## config.mk

```make
export PLATFORM = sky130hd
export DESIGN_NAME = memory_lane_and_l2_control
export DESIGN_NICKNAME = d
export VERILOG_FILES = /design/src/logic/lane_buffer.v /design/src/logic/memory_lane_and_l2_control.v
export VERILOG_INCLUDE_DIRS = /design/src /design/src/logic
export SDC_FILE = /design/constraint.sdc
export NUM_CORES = 1
export LEC_CHECK = 0
export ABC_AREA = 0
export ABC_CLOCK_PERIOD_IN_PS = 5800
export BUFFER_PORTS_ARGS = -buffer_cell sky130_fd_sc_hd__buf_4
export CORE_MARGIN = 5
export CORE_UTILIZATION = 45
export DETAILED_ROUTE_END_ITERATION = 12
export GPL_TIMING_DRIVEN = 0
export PLACE_DENSITY = 0.72
export SYNTH_ARGS = -nofsm -noshare
export SYNTH_HDL_FRONTEND = slang
export SYNTH_HIERARCHICAL = 1
export SYNTH_SLANG_ARGS = --single-unit
```

## constraint.sdc

```tcl
create_clock -name clk_in -period 5.8 [get_ports clk_in]
set_clock_uncertainty 0.1 [all_clocks]
set_input_delay 0.29 -clock clk_in [delete_from_list [all_inputs] [get_ports clk_in]]
set_output_delay 0.29 -clock clk_in [all_outputs]
set_load 0.01 [all_outputs]
```

## src/logic/mem_lane_defines.vh

```
// Constants shared by the memory lane and level-two control logic.
// Assumes inclusion by bare name from the design files under logic/.
`ifndef MEM_LANE_DEFINES_VH
`define MEM_LANE_DEFINES_VH

// ==========================================================
// Widths of the memory and processor buses
`define MLC_ADDR_W      12
`define MLC_ADDR_MSB    11
`define MLC_DATA_W      64
`define MLC_DATA_MSB    63
`define MLC_LANES       8
`define MLC_LANE_MSB    7
`define MLC_LANE_W      8
`define MLC_BANK_W      3
`define MLC_BANK_MSB    2

// ==========================================================
// Burst sequencing
`define MLC_BEAT_W      3
`define MLC_BEAT_MSB    2
`define MLC_BURST_LAST  3'h3
`define MLC_SINGLE_LAST 3'h0
`define MLC_BEAT_ONE    3'h1
`define MLC_BEAT_ZERO   3'h0

// ==========================================================
// Reset and idle values of the pins
`define MLC_STROBES_OFF 8'hFF
`define MLC_LANES_NONE  8'h00
`define MLC_ADDR_ZERO   12'h000
`define MLC_DATA_ZERO   64'h0000000000000000
`define MLC_ONE_BANK    8'h01

// ==========================================================
// Two-entry buffer
`define MLC_BUF_PTR_W   1
`define MLC_BUF_CNT_W   2
`define MLC_BUF_DEPTH   2'h2

`endif

```

## src/logic/lane_buffer.v

```verilog
// Two-entry buffer with valid and ready on both sides.
// Assumes one clock, active-low asynchronous reset, clock enable.
`timescale 1ns/1ps
`include "mem_lane_defines.vh"

module lane_buffer #(
  parameter WIDTH = `MLC_DATA_W
) (
  input  wire             clk_in,
  input  wire             nrst_in,
  input  wire             ce_in,
  input  wire             in_valid_in,
  output wire             in_ready_out,
  input  wire [WIDTH-1:0] in_data_in,
  output wire             out_valid_out,
  input  wire             out_ready_in,
  output wire [WIDTH-1:0] out_data_out
);

  reg [WIDTH-1:0]               slot0_ff;
  reg [WIDTH-1:0]               slot1_ff;
  reg                           wr_ptr_ff;
  reg                           rd_ptr_ff;
  reg [`MLC_BUF_CNT_W-1:0]      count_ff;
  wire                          push;
  wire                          pop;

  // ==========================================================
  // Handshake terms
  assign in_ready_out  = ce_in && (count_ff != `MLC_BUF_DEPTH);
  assign out_valid_out = ce_in && (count_ff != {`MLC_BUF_CNT_W{1'b0}});
  assign push          = in_valid_in && in_ready_out;
  assign pop           = out_valid_out && out_ready_in;
  assign out_data_out  = rd_ptr_ff ? slot1_ff : slot0_ff; // Storage is ff

  // Storage and pointers
  always @(posedge clk_in or negedge nrst_in) begin
    if (!nrst_in) begin
      slot0_ff  <= {WIDTH{1'b0}};
      slot1_ff  <= {WIDTH{1'b0}};
      wr_ptr_ff <= 1'b0;
      rd_ptr_ff <= 1'b0;
      count_ff  <= {`MLC_BUF_CNT_W{1'b0}};
    end else if (ce_in) begin
      if (push) begin
        if (wr_ptr_ff) begin
          slot1_ff <= in_data_in;
        end else begin
          slot0_ff <= in_data_in;
        end
        wr_ptr_ff <= ~wr_ptr_ff;
      end
      if (pop) begin
        rd_ptr_ff <= ~rd_ptr_ff;
      end
      if (push && !pop) begin
        count_ff <= count_ff + 2'h1;
      end else if (pop && !push) begin
        count_ff <= count_ff - 2'h1;
      end
    end
  end

endmodule

```

## src/logic/memory_lane_and_l2_control.v

```verilog
// Memory lane steering, DRAM strobe sequencing and level-two cache control.
// Assumes one 40 MHz clock, inputs synchronous to it, asynchronous reset.
`timescale 1ns/1ps
`include "mem_lane_defines.vh"

module memory_lane_and_l2_control (
  input  wire                      clk_in,
  input  wire                      nrst_in,
  input  wire                      ce_in,
  input  wire                      big_endian_steering_in,
  input  wire                      check_en_in,
  input  wire                      cmd_valid_in,
  output wire                      cmd_ready_out,
  input  wire                      cmd_write_in,
  input  wire                      burst_indicator_n_in,
  input  wire [`MLC_BANK_MSB:0]    cmd_bank_in,
  input  wire [`MLC_ADDR_MSB:0]    cmd_row_in,
  input  wire [`MLC_ADDR_MSB:0]    cmd_col_in,
  input  wire [`MLC_LANE_MSB:0]    cmd_lanes_in,
  input  wire [0:`MLC_DATA_MSB]    wr_data_in,
  input  wire                      wr_data_valid_in,
  output wire                      wr_data_ready_out,
  output wire [0:`MLC_DATA_MSB]    rd_data_out,
  output wire                      rd_valid_out,
  input  wire                      rd_ready_in,
  output wire                      check_error_out,
  input  wire                      check_error_clr_in,
  output wire [`MLC_ADDR_MSB:0]    mem_mux_addr_out,
  output wire [`MLC_LANE_MSB:0]    row_strobe_n_out,
  output wire [`MLC_LANE_MSB:0]    col_strobe_n_out,
  output wire                      dram_write_en0_n_out,
  output wire                      dram_write_en1_n_out,
  input  wire [`MLC_DATA_MSB:0]    mem_data_bus_in,
  output wire [`MLC_DATA_MSB:0]    mem_data_bus_out,
  output wire                      mem_data_bus_oe_out,
  input  wire [`MLC_LANE_MSB:0]    mem_check_bus_in,
  output wire [`MLC_LANE_MSB:0]    mem_check_bus_out,
  output wire                      mem_check_bus_oe_out,
  input  wire                      cache_start_in,
  input  wire                      cache_advance_in,
  output wire                      cache_addr_strobe_n_out,
  output wire                      cache_burst_advance_n_out,
  output wire                      sram_latch_en_out,
  input  wire                      tag_flush_in,
  input  wire                      tag_fill_in,
  input  wire                      tag_inval_in,
  output wire                      tag_flush_n_out,
  output wire                      tag_valid_out,
  output wire                      tag_write_en_n_out,
  input  wire                      tag_match_in,
  output wire                      cache_hit_out
);

  // ==========================================================
  // State encoding, one-hot
  localparam [3:0] ST_IDLE = 4'h1;
  localparam [3:0] ST_ROW  = 4'h2;
  localparam [3:0] ST_COL  = 4'h4;
  localparam [3:0] ST_DONE = 4'h8;

  reg  [3:0]                 state_ff;
  reg  [3:0]                 nxt_state;
  reg                        write_ff;
  reg  [`MLC_BEAT_MSB:0]     last_beat_ff;
  reg  [`MLC_BEAT_MSB:0]     beat_ff;
  reg  [`MLC_ADDR_MSB:0]     col_ff;
  reg  [`MLC_LANE_MSB:0]     lanes_ff;
  reg  [`MLC_LANE_MSB:0]     bank_sel_ff;
  reg  [`MLC_ADDR_MSB:0]     addr_ff;
  reg  [`MLC_LANE_MSB:0]     ras_n_ff;
  reg  [`MLC_LANE_MSB:0]     cas_n_ff;
  reg                        we_n_ff;
  reg  [`MLC_DATA_MSB:0]     wdata_ff;
  reg  [`MLC_LANE_MSB:0]     wcheck_ff;
  reg                        drive_ff;
  reg                        check_drive_ff;
  reg                        rd_flight_ff;
  reg                        err_ff;
  reg                        ads_n_ff;
  reg                        adv_n_ff;
  reg                        flush_n_ff;
  reg                        tag_valid_ff;
  reg                        tag_we_n_ff;
  reg                        hit_ff;
  wire                       take_cmd;
  wire                       beat_go;
  wire                       beat_last;
  wire                       buf_in_ready;
  wire [`MLC_DATA_MSB:0]     wr_mem;
  wire [`MLC_LANE_MSB:0]     wr_par;
  wire [0:`MLC_DATA_MSB]     rd_cpu;
  wire [`MLC_LANE_MSB:0]     rd_bad;
  wire [0:`MLC_DATA_MSB]     buf_out;

  // ==========================================================
  // Lane steering and per-lane parity
  // Lane g is memory bits 8g+7..8g, bit 8g+7 its top bit
  genvar g;
  generate
    for (g = 0; g < `MLC_LANES; g = g + 1) begin : lane
      // Part-select on the ascending processor bus keeps the top bit
      // of the memory lane on the lowest processor bit of the group
      assign wr_mem[g*`MLC_LANE_W +: `MLC_LANE_W] = big_endian_steering_in ?
        wr_data_in[g*`MLC_LANE_W +: `MLC_LANE_W] :
        wr_data_in[(`MLC_LANE_MSB-g)*`MLC_LANE_W +: `MLC_LANE_W];
      assign rd_cpu[g*`MLC_LANE_W +: `MLC_LANE_W] = big_endian_steering_in ?
        mem_data_bus_in[g*`MLC_LANE_W +: `MLC_LANE_W] :
        mem_data_bus_in[(`MLC_LANE_MSB-g)*`MLC_LANE_W +: `MLC_LANE_W];
      // Even parity: check bit makes the nine-bit group even
      assign wr_par[g] = ^wr_mem[g*`MLC_LANE_W +: `MLC_LANE_W];
      assign rd_bad[g] = (^mem_data_bus_in[g*`MLC_LANE_W +: `MLC_LANE_W])
                         ^ mem_check_bus_in[g];
    end
  endgenerate

  // ==========================================================
  // Request handshakes
  // Steering input is sampled on write beats and one cycle after read beats; user holds it
  assign cmd_ready_out     = ce_in && state_ff[0];
  assign take_cmd          = cmd_valid_in && cmd_ready_out;
  // A read beat needs buffer room and no beat still in flight
  assign beat_go           = ce_in && state_ff[2] &&
                             (write_ff ? wr_data_valid_in :
                              (buf_in_ready && !rd_flight_ff));
  assign wr_data_ready_out = beat_go && write_ff;
  assign beat_last         = (beat_ff == last_beat_ff);

  // Next state
  always @* begin
    nxt_state = state_ff;
    case (state_ff)
      ST_IDLE: begin
        if (take_cmd) begin
          nxt_state = ST_ROW;
        end
      end
      ST_ROW: begin
        nxt_state = ST_COL;
      end
      ST_COL: begin
        if (beat_go && beat_last) begin
          nxt_state = ST_DONE;
        end
      end
      ST_DONE: begin
        if (!rd_flight_ff) begin
          nxt_state = ST_IDLE;
        end
      end
      default: begin
        nxt_state = ST_IDLE;
      end
    endcase
  end

  // ==========================================================
  // DRAM sequencing: row, then one column beat per transfer
  always @(posedge clk_in or negedge nrst_in) begin
    if (!nrst_in) begin
      state_ff       <= ST_IDLE;
      write_ff       <= 1'b0;
      last_beat_ff   <= `MLC_SINGLE_LAST;
      beat_ff        <= `MLC_BEAT_ZERO;
      col_ff         <= `MLC_ADDR_ZERO;
      lanes_ff       <= `MLC_LANES_NONE;
      bank_sel_ff    <= `MLC_LANES_NONE;
      addr_ff        <= `MLC_ADDR_ZERO;
      ras_n_ff       <= `MLC_STROBES_OFF;
      cas_n_ff       <= `MLC_STROBES_OFF;
      we_n_ff        <= 1'b1;
      wdata_ff       <= `MLC_DATA_ZERO;
      wcheck_ff      <= `MLC_LANES_NONE;
      drive_ff       <= 1'b0;
      check_drive_ff <= 1'b0;
      rd_flight_ff   <= 1'b0;
    end else if (ce_in) begin
      state_ff     <= nxt_state;
      rd_flight_ff <= beat_go && !write_ff;
      cas_n_ff     <= `MLC_STROBES_OFF;
      if (take_cmd) begin
        write_ff     <= cmd_write_in;
        // Burst is four double-words, else a single beat
        last_beat_ff <= burst_indicator_n_in ? `MLC_SINGLE_LAST :
                        `MLC_BURST_LAST;
        lanes_ff     <= burst_indicator_n_in ? cmd_lanes_in :
                        `MLC_STROBES_OFF;
        beat_ff      <= `MLC_BEAT_ZERO;
        col_ff       <= cmd_col_in;
        bank_sel_ff  <= `MLC_ONE_BANK << cmd_bank_in;
        addr_ff      <= cmd_row_in;
      end
      if (state_ff[1]) begin
        ras_n_ff <= ~bank_sel_ff;
        we_n_ff  <= ~write_ff;
      end
      if (beat_go) begin
        // Column of this beat, bursts step in order
        addr_ff  <= col_ff + {{(`MLC_ADDR_W-`MLC_BEAT_W){1'b0}}, beat_ff};
        cas_n_ff <= ~lanes_ff;
        beat_ff  <= beat_ff + `MLC_BEAT_ONE;
        if (write_ff) begin
          wdata_ff  <= wr_mem;
          wcheck_ff <= wr_par;
        end
      end
      drive_ff       <= beat_go ? write_ff : drive_ff && !state_ff[3];
      check_drive_ff <= beat_go ? (write_ff && check_en_in) :
                        check_drive_ff && !state_ff[3];
      if (state_ff[3]) begin
        ras_n_ff <= `MLC_STROBES_OFF;
        we_n_ff  <= 1'b1;
      end
    end
  end

  // ==========================================================
  // Read check and sticky error; a new error wins over a clear
  always @(posedge clk_in or negedge nrst_in) begin
    if (!nrst_in) begin
      err_ff <= 1'b0;
    end else if (ce_in) begin
      if (rd_flight_ff && check_en_in && (|rd_bad)) begin
        err_ff <= 1'b1;
      end else if (check_error_clr_in) begin
        err_ff <= 1'b0;
      end
    end
  end

  // Read data path through the two-entry buffer
  lane_buffer #(
    .WIDTH (`MLC_DATA_W)
  ) u_read_buffer (
    .clk_in        (clk_in),
    .nrst_in       (nrst_in),
    .ce_in         (ce_in),
    .in_valid_in   (rd_flight_ff),
    .in_ready_out  (buf_in_ready),
    .in_data_in    (rd_cpu),
    .out_valid_out (rd_valid_out),
    .out_ready_in  (rd_ready_in),
    .out_data_out  (buf_out)
  );

  // ==========================================================
  // Level-two SRAM and tag RAM controls
  always @(posedge clk_in or negedge nrst_in) begin
    if (!nrst_in) begin
      ads_n_ff     <= 1'b1;
      adv_n_ff     <= 1'b1;
      flush_n_ff   <= 1'b1;
      tag_valid_ff <= 1'b0;
      tag_we_n_ff  <= 1'b1;
      hit_ff       <= 1'b0;
    end else if (ce_in) begin
      ads_n_ff    <= ~cache_start_in;
      adv_n_ff    <= ~(cache_advance_in && !cache_start_in);
      flush_n_ff  <= ~tag_flush_in;
      tag_we_n_ff <= ~(tag_fill_in || tag_inval_in);
      if (tag_inval_in) begin
        tag_valid_ff <= 1'b0;
      end else if (tag_fill_in) begin
        tag_valid_ff <= 1'b1;
      end
      hit_ff <= tag_match_in;
    end
  end

  // ==========================================================
  // Output assignments
  assign mem_mux_addr_out          = addr_ff;
  assign row_strobe_n_out          = ras_n_ff;
  assign col_strobe_n_out          = cas_n_ff;
  assign dram_write_en0_n_out      = we_n_ff;
  assign dram_write_en1_n_out      = we_n_ff;
  assign mem_data_bus_out          = wdata_ff;
  assign mem_data_bus_oe_out       = drive_ff;
  assign mem_check_bus_out         = wcheck_ff;
  assign mem_check_bus_oe_out      = check_drive_ff;
  assign rd_data_out               = buf_out;
  assign check_error_out           = err_ff;
  assign cache_addr_strobe_n_out   = ads_n_ff;
  assign cache_burst_advance_n_out = adv_n_ff;
  assign sram_latch_en_out         = 1'b1;
  assign tag_flush_n_out           = flush_n_ff;
  assign tag_valid_out             = tag_valid_ff;
  assign tag_write_en_n_out        = tag_we_n_ff;
  assign cache_hit_out             = hit_ff;

endmodule
```

# Yosys cells after proc, flatten, opt, wreduce, memory -nomap -nowiden
# Cells that the tools add are included.
[word_totals] regBits=282 out_inout_bits=179 wordCells=162
[classes] addsub=4 n_eq_ne=9 shifts=1 mux=41 n_bitwise=17 n_reduce_logical=62
[ops] op="$mux W8" n=20
[ops] op="$reduce_xor A8 Y1" n=16
[ops] op="$mux W64" n=1
[ops] op="$mux W12" n=2
[ops] op="$logic_and A1 B1 Y1" n=20
[ops] op="$not A8 Y8" n=2
[ops] op="$pmux W4 S4" n=1
[ops] op="$reduce_and A2 Y1" n=8
[ops] op="$add A12 B3 Y12" n=1
[ops] op="$mux W4" n=3
[ops] op="$reduce_bool A2 Y1" n=6
[ops] op="$mux W1" n=9
[ops] op="$reduce_and A3 Y1" n=3
[ops] op="$ne A2 B2 Y1 const B" n=4
[ops] op="$reduce_or A8 Y1" n=1
[ops] op="$shl A1 B3 Y8 const A" n=1
[ops] op="$xor A1 B1 Y1" n=8
[ops] op="$not A1 Y1" n=7
[ops] op="$logic_not A1 Y1" n=6
[ops] op="$mux W2" n=3
[ops] op="$mux W3" n=2
[ops] op="$eq A4 B1 Y1 const B" n=1
[ops] op="$eq A4 B2 Y1 const B" n=1
[ops] op="$eq A4 B3 Y1 const B" n=1
[ops] op="7 further kinds" n=7

# Logic depth before layout (Yosys ltp)
[depth] depth_word=8 mapped_depth=9 depth_no_buf=9

# Cells and area by module
# Netlist, hierarchy kept.
[by_module_without_submodules] mod="memory_lane_and_l2_control" n_inst=1 cells_per_inst=834 area_each_um2=8546.9
[by_module_without_submodules] mod="lane_buffer" n_inst=1 cells_per_inst=359 area_each_um2=5921.9

# Worst setup path after synthesis
# OpenSTA, ideal clock, no wires.
[synth_timing] kind="register to register" startpoint="register u_read_buffer.count_ff[0]" endpoint="register state_ff[1]" arrival_time_ns=2.025 setup_slack_ns=3.547 stages_incl_launch_ff=8 path_buffers=0 synth_period_minus_slack_ns=2.253 path_cell_list="dfrtp_1 -> nand2b_4 -> and2_1 -> or3b_4 -> a21oi_4 -> nand2_2 -> a211oi_4 -> mux2_1"
[synth_between] elab_chain_cells=8
[synth_lines] element="from (decl)" line="lane_buffer.v:24" source="reg [`MLC_BUF_CNT_W-1:0] count_ff;"
[synth_lines] element="from (signal assigned)" line="lane_buffer.v:43" source="count_ff <= {`MLC_BUF_CNT_W{1'b0}};"
[synth_lines] element="from (signal assigned)" line="lane_buffer.v:57" source="count_ff <= count_ff + 2'h1;"
[synth_lines] element="from (signal assigned)" line="lane_buffer.v:59" source="count_ff <= count_ff - 2'h1;"
[synth_lines] element="$ne A2 B2 Y1 (no line)"
[synth_lines] element="$logic_and A1 B1 Y1" line="lane_buffer.v:30" source="assign in_ready_out = ce_in && (count_ff != `MLC_BUF_DEPTH);"
[synth_lines] element="via buf_in_ready" line="memory_lane_and_l2_control.v:88" source="wire buf_in_ready;"
[synth_lines] element="$logic_and A1 B1 Y1" line="memory_lane_and_l2_control.v:124" source="(buf_in_ready && !rd_flight_ff));"
[synth_lines] element="$mux W1" line="memory_lane_and_l2_control.v:123" source="(write_ff ? wr_data_valid_in :"
[synth_lines] element="$logic_and A1 B1 Y1" line="memory_lane_and_l2_control.v:122" source="assign beat_go = ce_in && state_ff[2] &&"
[synth_lines] element="$logic_and A1 B1 Y1" line="memory_lane_and_l2_control.v:141" source="if (beat_go && beat_last) begin"
[synth_lines] element="$ne A2 B2 Y1 (no line)"
[synth_lines] element="$reduce_and A4 Y1 (no line)"
[synth_lines] element="to (signal assigned)" line="memory_lane_and_l2_control.v:177" source="state_ff <= nxt_state;"
[synth_lines] element="to (decl)" line="memory_lane_and_l2_control.v:61" source="reg [3:0] state_ff;"
# The timed path passes the listed nets, and every way through them passes these cells.
# A chain may end at the register's enable or synchronous reset.

# Worst setup path after layout
[layout_timing] startpoint="register u_read_buffer.rd_ptr_ff" endpoint="output port rd_data_out[39] (netlist name)"
[layout_between] elab_chain_cells=1
[layout_lines] element="from (decl)" line="lane_buffer.v:23" source="reg rd_ptr_ff;"
[layout_lines] element="from (signal assigned)" line="lane_buffer.v:54" source="rd_ptr_ff <= ~rd_ptr_ff;"
[layout_lines] element="$mux W64" line="lane_buffer.v:34" source="assign out_data_out = rd_ptr_ff ? slot1_ff : slot0_ff;"
[layout_lines] element="to (decl)" line="memory_lane_and_l2_control.v:23" source="output wire [0:`MLC_DATA_MSB] rd_data_out,"
# No other way between the ends.

==> out/qor.txt <==
routed wire length: 41,100 um
cell area after layout: 19,600 um^2
Final Hold Vio Count: 0
Final HPWL DP: 30,400 um
Final ANT Viol Nets: 0
switch share: 0.319
hold_sp: wr_data_in[33]
core box area: 31,600 um^2
Longest Clk Path Bufs: 3
max_slew headroom: 0.445
DRC: 0
Startpoint Class: flop
die height: 189 um
fin cells: 2,087
CTS resizes: 0
Lkg Pwr: 9.50 nW
1st-iter DRT viols: 491
Final period util: 0.455
Post-Syn Area: 14,500 um^2
# fillers: 2,528
Sw Pwr: 2.74 mW
CTS root buf: clkbuf_16
routed via count: 10.9k
RR Startpoint: u_read_buffer/count_ff[0]
DIE AREA: 35,800 um^2
cell count after synthesis: 1,193
Syn-to-layout area delta: 35.5%
Sink Count: 280
CTS H-tree lvls: 2
crit path launch: u_read_buffer/rd_ptr_ff
layout cells sized above 1: 0.442
worst min-delay path class: in -> reg
Post-synth EDFFs: 0
met2 usage: 0.382
Main synth FF type: dfrtp_1
dpl cell area: 17,800 um^2
Worst EP required: 5.41 ns
power per cell area: 438 nW/um^2
top post-synthesis cells by area: dfrtp_1 45%, mux2_2 19%, xnor2_1 5.7%, mux2i_1 4.9%, dfstp_2 4.0%
dpl cells: 1,960
Initial Utilization: 0.457
first-pass GRT wire length: 65,000 um
Ports: 367
top cells by count, synth: 258 x dfrtp_1, 243 x mux2_2, 131 x nand2_1
Reg power frac: 0.368
Peak VDD IR: 0.303 mV
pin count of the biggest net entering global routing: 111
Power Internal: 5.84 mW
Final Util: 0.620
Vias/cell: 5.22
Avg WL per Cell: 19.7 um
# port buffers: 363
worst path arrival time: 2.25 ns
status: completed
post-synthesis sequential area ratio: 0.486
most common cell in the netlist: dfrtp_1
GR Util met1: 0.293
Max-Cap Viols: 0
kind of critical path: reg -> out
CTS Buf Count: 34
DR pass1 iterations: 5
Die Span X: 189 um
gr usage total: 0.224
post-synth cell types: 48
ys async rst share: 1.00
CP Max Fanout: 10
fin worst setup slack: 3.16 ns
Placement Setup Slack: 3.26 ns
Synth Warn #: 6
setup violators final: 0
Pins Over Slew Limit: 0
Reg clk slew, reported paths: 0.06 ns
RSZ-0062 raised after global routing: false
Clock power frac: 0.257
gpl congestion: 0.857
Slew @ Worst Pin: 0.821 ns
GRT overflow: 0
antenna violations before repair: 2
total negative setup slack: 0 ns
top cell type's share of synthesized area: 0.446
min cycle time layout: 2.64 ns
leading area contributor after synthesis: dfrtp_1
gr busiest metal: met2
CTS tree: built
Post-Synthesis Net Count: 1,387
CP Capture Type: output pin
final layout net count: 1,853
#FFs+latches synth: 280
Clock Latency Late Sink: 0.50 ns
syn avg cell area: 12.1 um^2
global-route met3 utilization: 0.0483
vias in the first global route: 11.7k
highest clock rate: 379 MHz
Placement Rows: 65
Gate power share: 0.375
registers in the layout, summed over array words and instances, names as in the netlist, 2 cells and up:
| register | flops |
|---|---|
| mem_data_bus_out | 64 |
| u_read_buffer/slot0_ff | 64 |
| u_read_buffer/slot1_ff | 64 |
| col_ff | 12 |
| mem_mux_addr_out | 12 |
| bank_sel_ff | 8 |
| col_strobe_n_out | 8 |
| lanes_ff | 8 |
| mem_check_bus_out | 8 |
| row_strobe_n_out | 8 |
| state_ff | 4 |
| beat_ff | 3 |
| u_read_buffer/count_ff | 2 |
layer usage:
metal | vias to the layer above | routed length, um
met5 | - | 11
met3 | 57 | 2350
met4 | 2 | 958
met2 | 313 | 20300
li1 | 5098 | -
met1 | 5417 | 17500
area by class of cell:
cell class / count / area [um^2] / area share
flip-flops and latches: 280 / 7030 / 0.359
multi-input cells: 835 / 6970 / 0.356
repair buffers: 430 / 3440 / 0.175
clock buffers: 48 / 1050 / 0.0534
well taps: 402 / 503 / 0.0257
plain buffers: 68 / 429 / 0.0219
clock inverters: 13 / 140 / 0.00715
inverters: 10 / 37.5 / 0.00192
diodes: 1 / 2.50 / 0.000128
power by group through the flow:
stage	registers, mW	clock network [mW]	logic (mW)
final	3.16	2.21	3.22
after global routing	3.25	2.36	3.48
after CTS	3.15	2.27	3.25
after detailed placement	3.17	0	3.19
after global placement	3.13	0	3.14
after floorplan	3.21	0	1.62
cell families (layout without fill, tap and decap cells):
logic type               count (synthesis)  after routing  synth area share
multiplexers                           353            353             0.275
flip-flops                             280            280             0.486
AND/OR/NAND/NOR                        204            204            0.0630
AO/OA/AOI/OAI                          142            142            0.0540
XOR/XNOR                               129            129            0.0838
buffers and inverters                   78            569            0.0323
adder cells (fa/ha/maj)                  6              6           0.00571
other                                    1              2          0.000259
through the flow:
step | hold WS (ns) | total power [mW]
after global placement | 0.289 | 6.27
final | 0.0158 | 8.58
after global routing | 0.0122 | 9.09
after detailed placement | 0.172 | 6.37
after CTS | 0.000424 | 8.67
after floorplan | -0.106 | 4.83
timing repair:
item,4_1_cts,5_1_grt
buffers inserted,0,0
hold buffers,65,0
endpoints found under the hold margin,118,0
path summary, 6_finish.rpt:
check	endpoint	slack, ns	depth (start not counted)
max	rd_data_out[39]	3.16	4
min	mem_data_bus_out[38]	0.02	3
max reg2reg	state_ff[1]	3.28	7
min reg2reg	col_strobe_n_out[1]	0.30	1
max in group asynchronous	u_read_buffer/slot1_ff[50]	3.94	4
min in group asynchronous	mem_data_bus_out[22]	0.21	2
placed cells by master (no fill, tap or decap), drive strengths merged, types with 18 or more instances in the layout:
cell type,netlist,routed
dfstp,22,22
buf,31,396
xor2,29,29
a21oi,24,24
dlygate4sd3,0,65
mux2,282,282
nor2b,18,18
mux2i,71,71
clkbuf,37,85
nor2,25,25
o21ai,102,102
nand2,132,132
xnor2,94,94
dfrtp,258,258
worst max-delay path: stages, from the launching register on:
cell      delay, ns
dfrtp_1        0.33
clkbuf_1       0.47
buf_2          0.42
mux2_2         0.39
buf_4          0.15
Note: power is estimated with default switching activity, not from simulation.
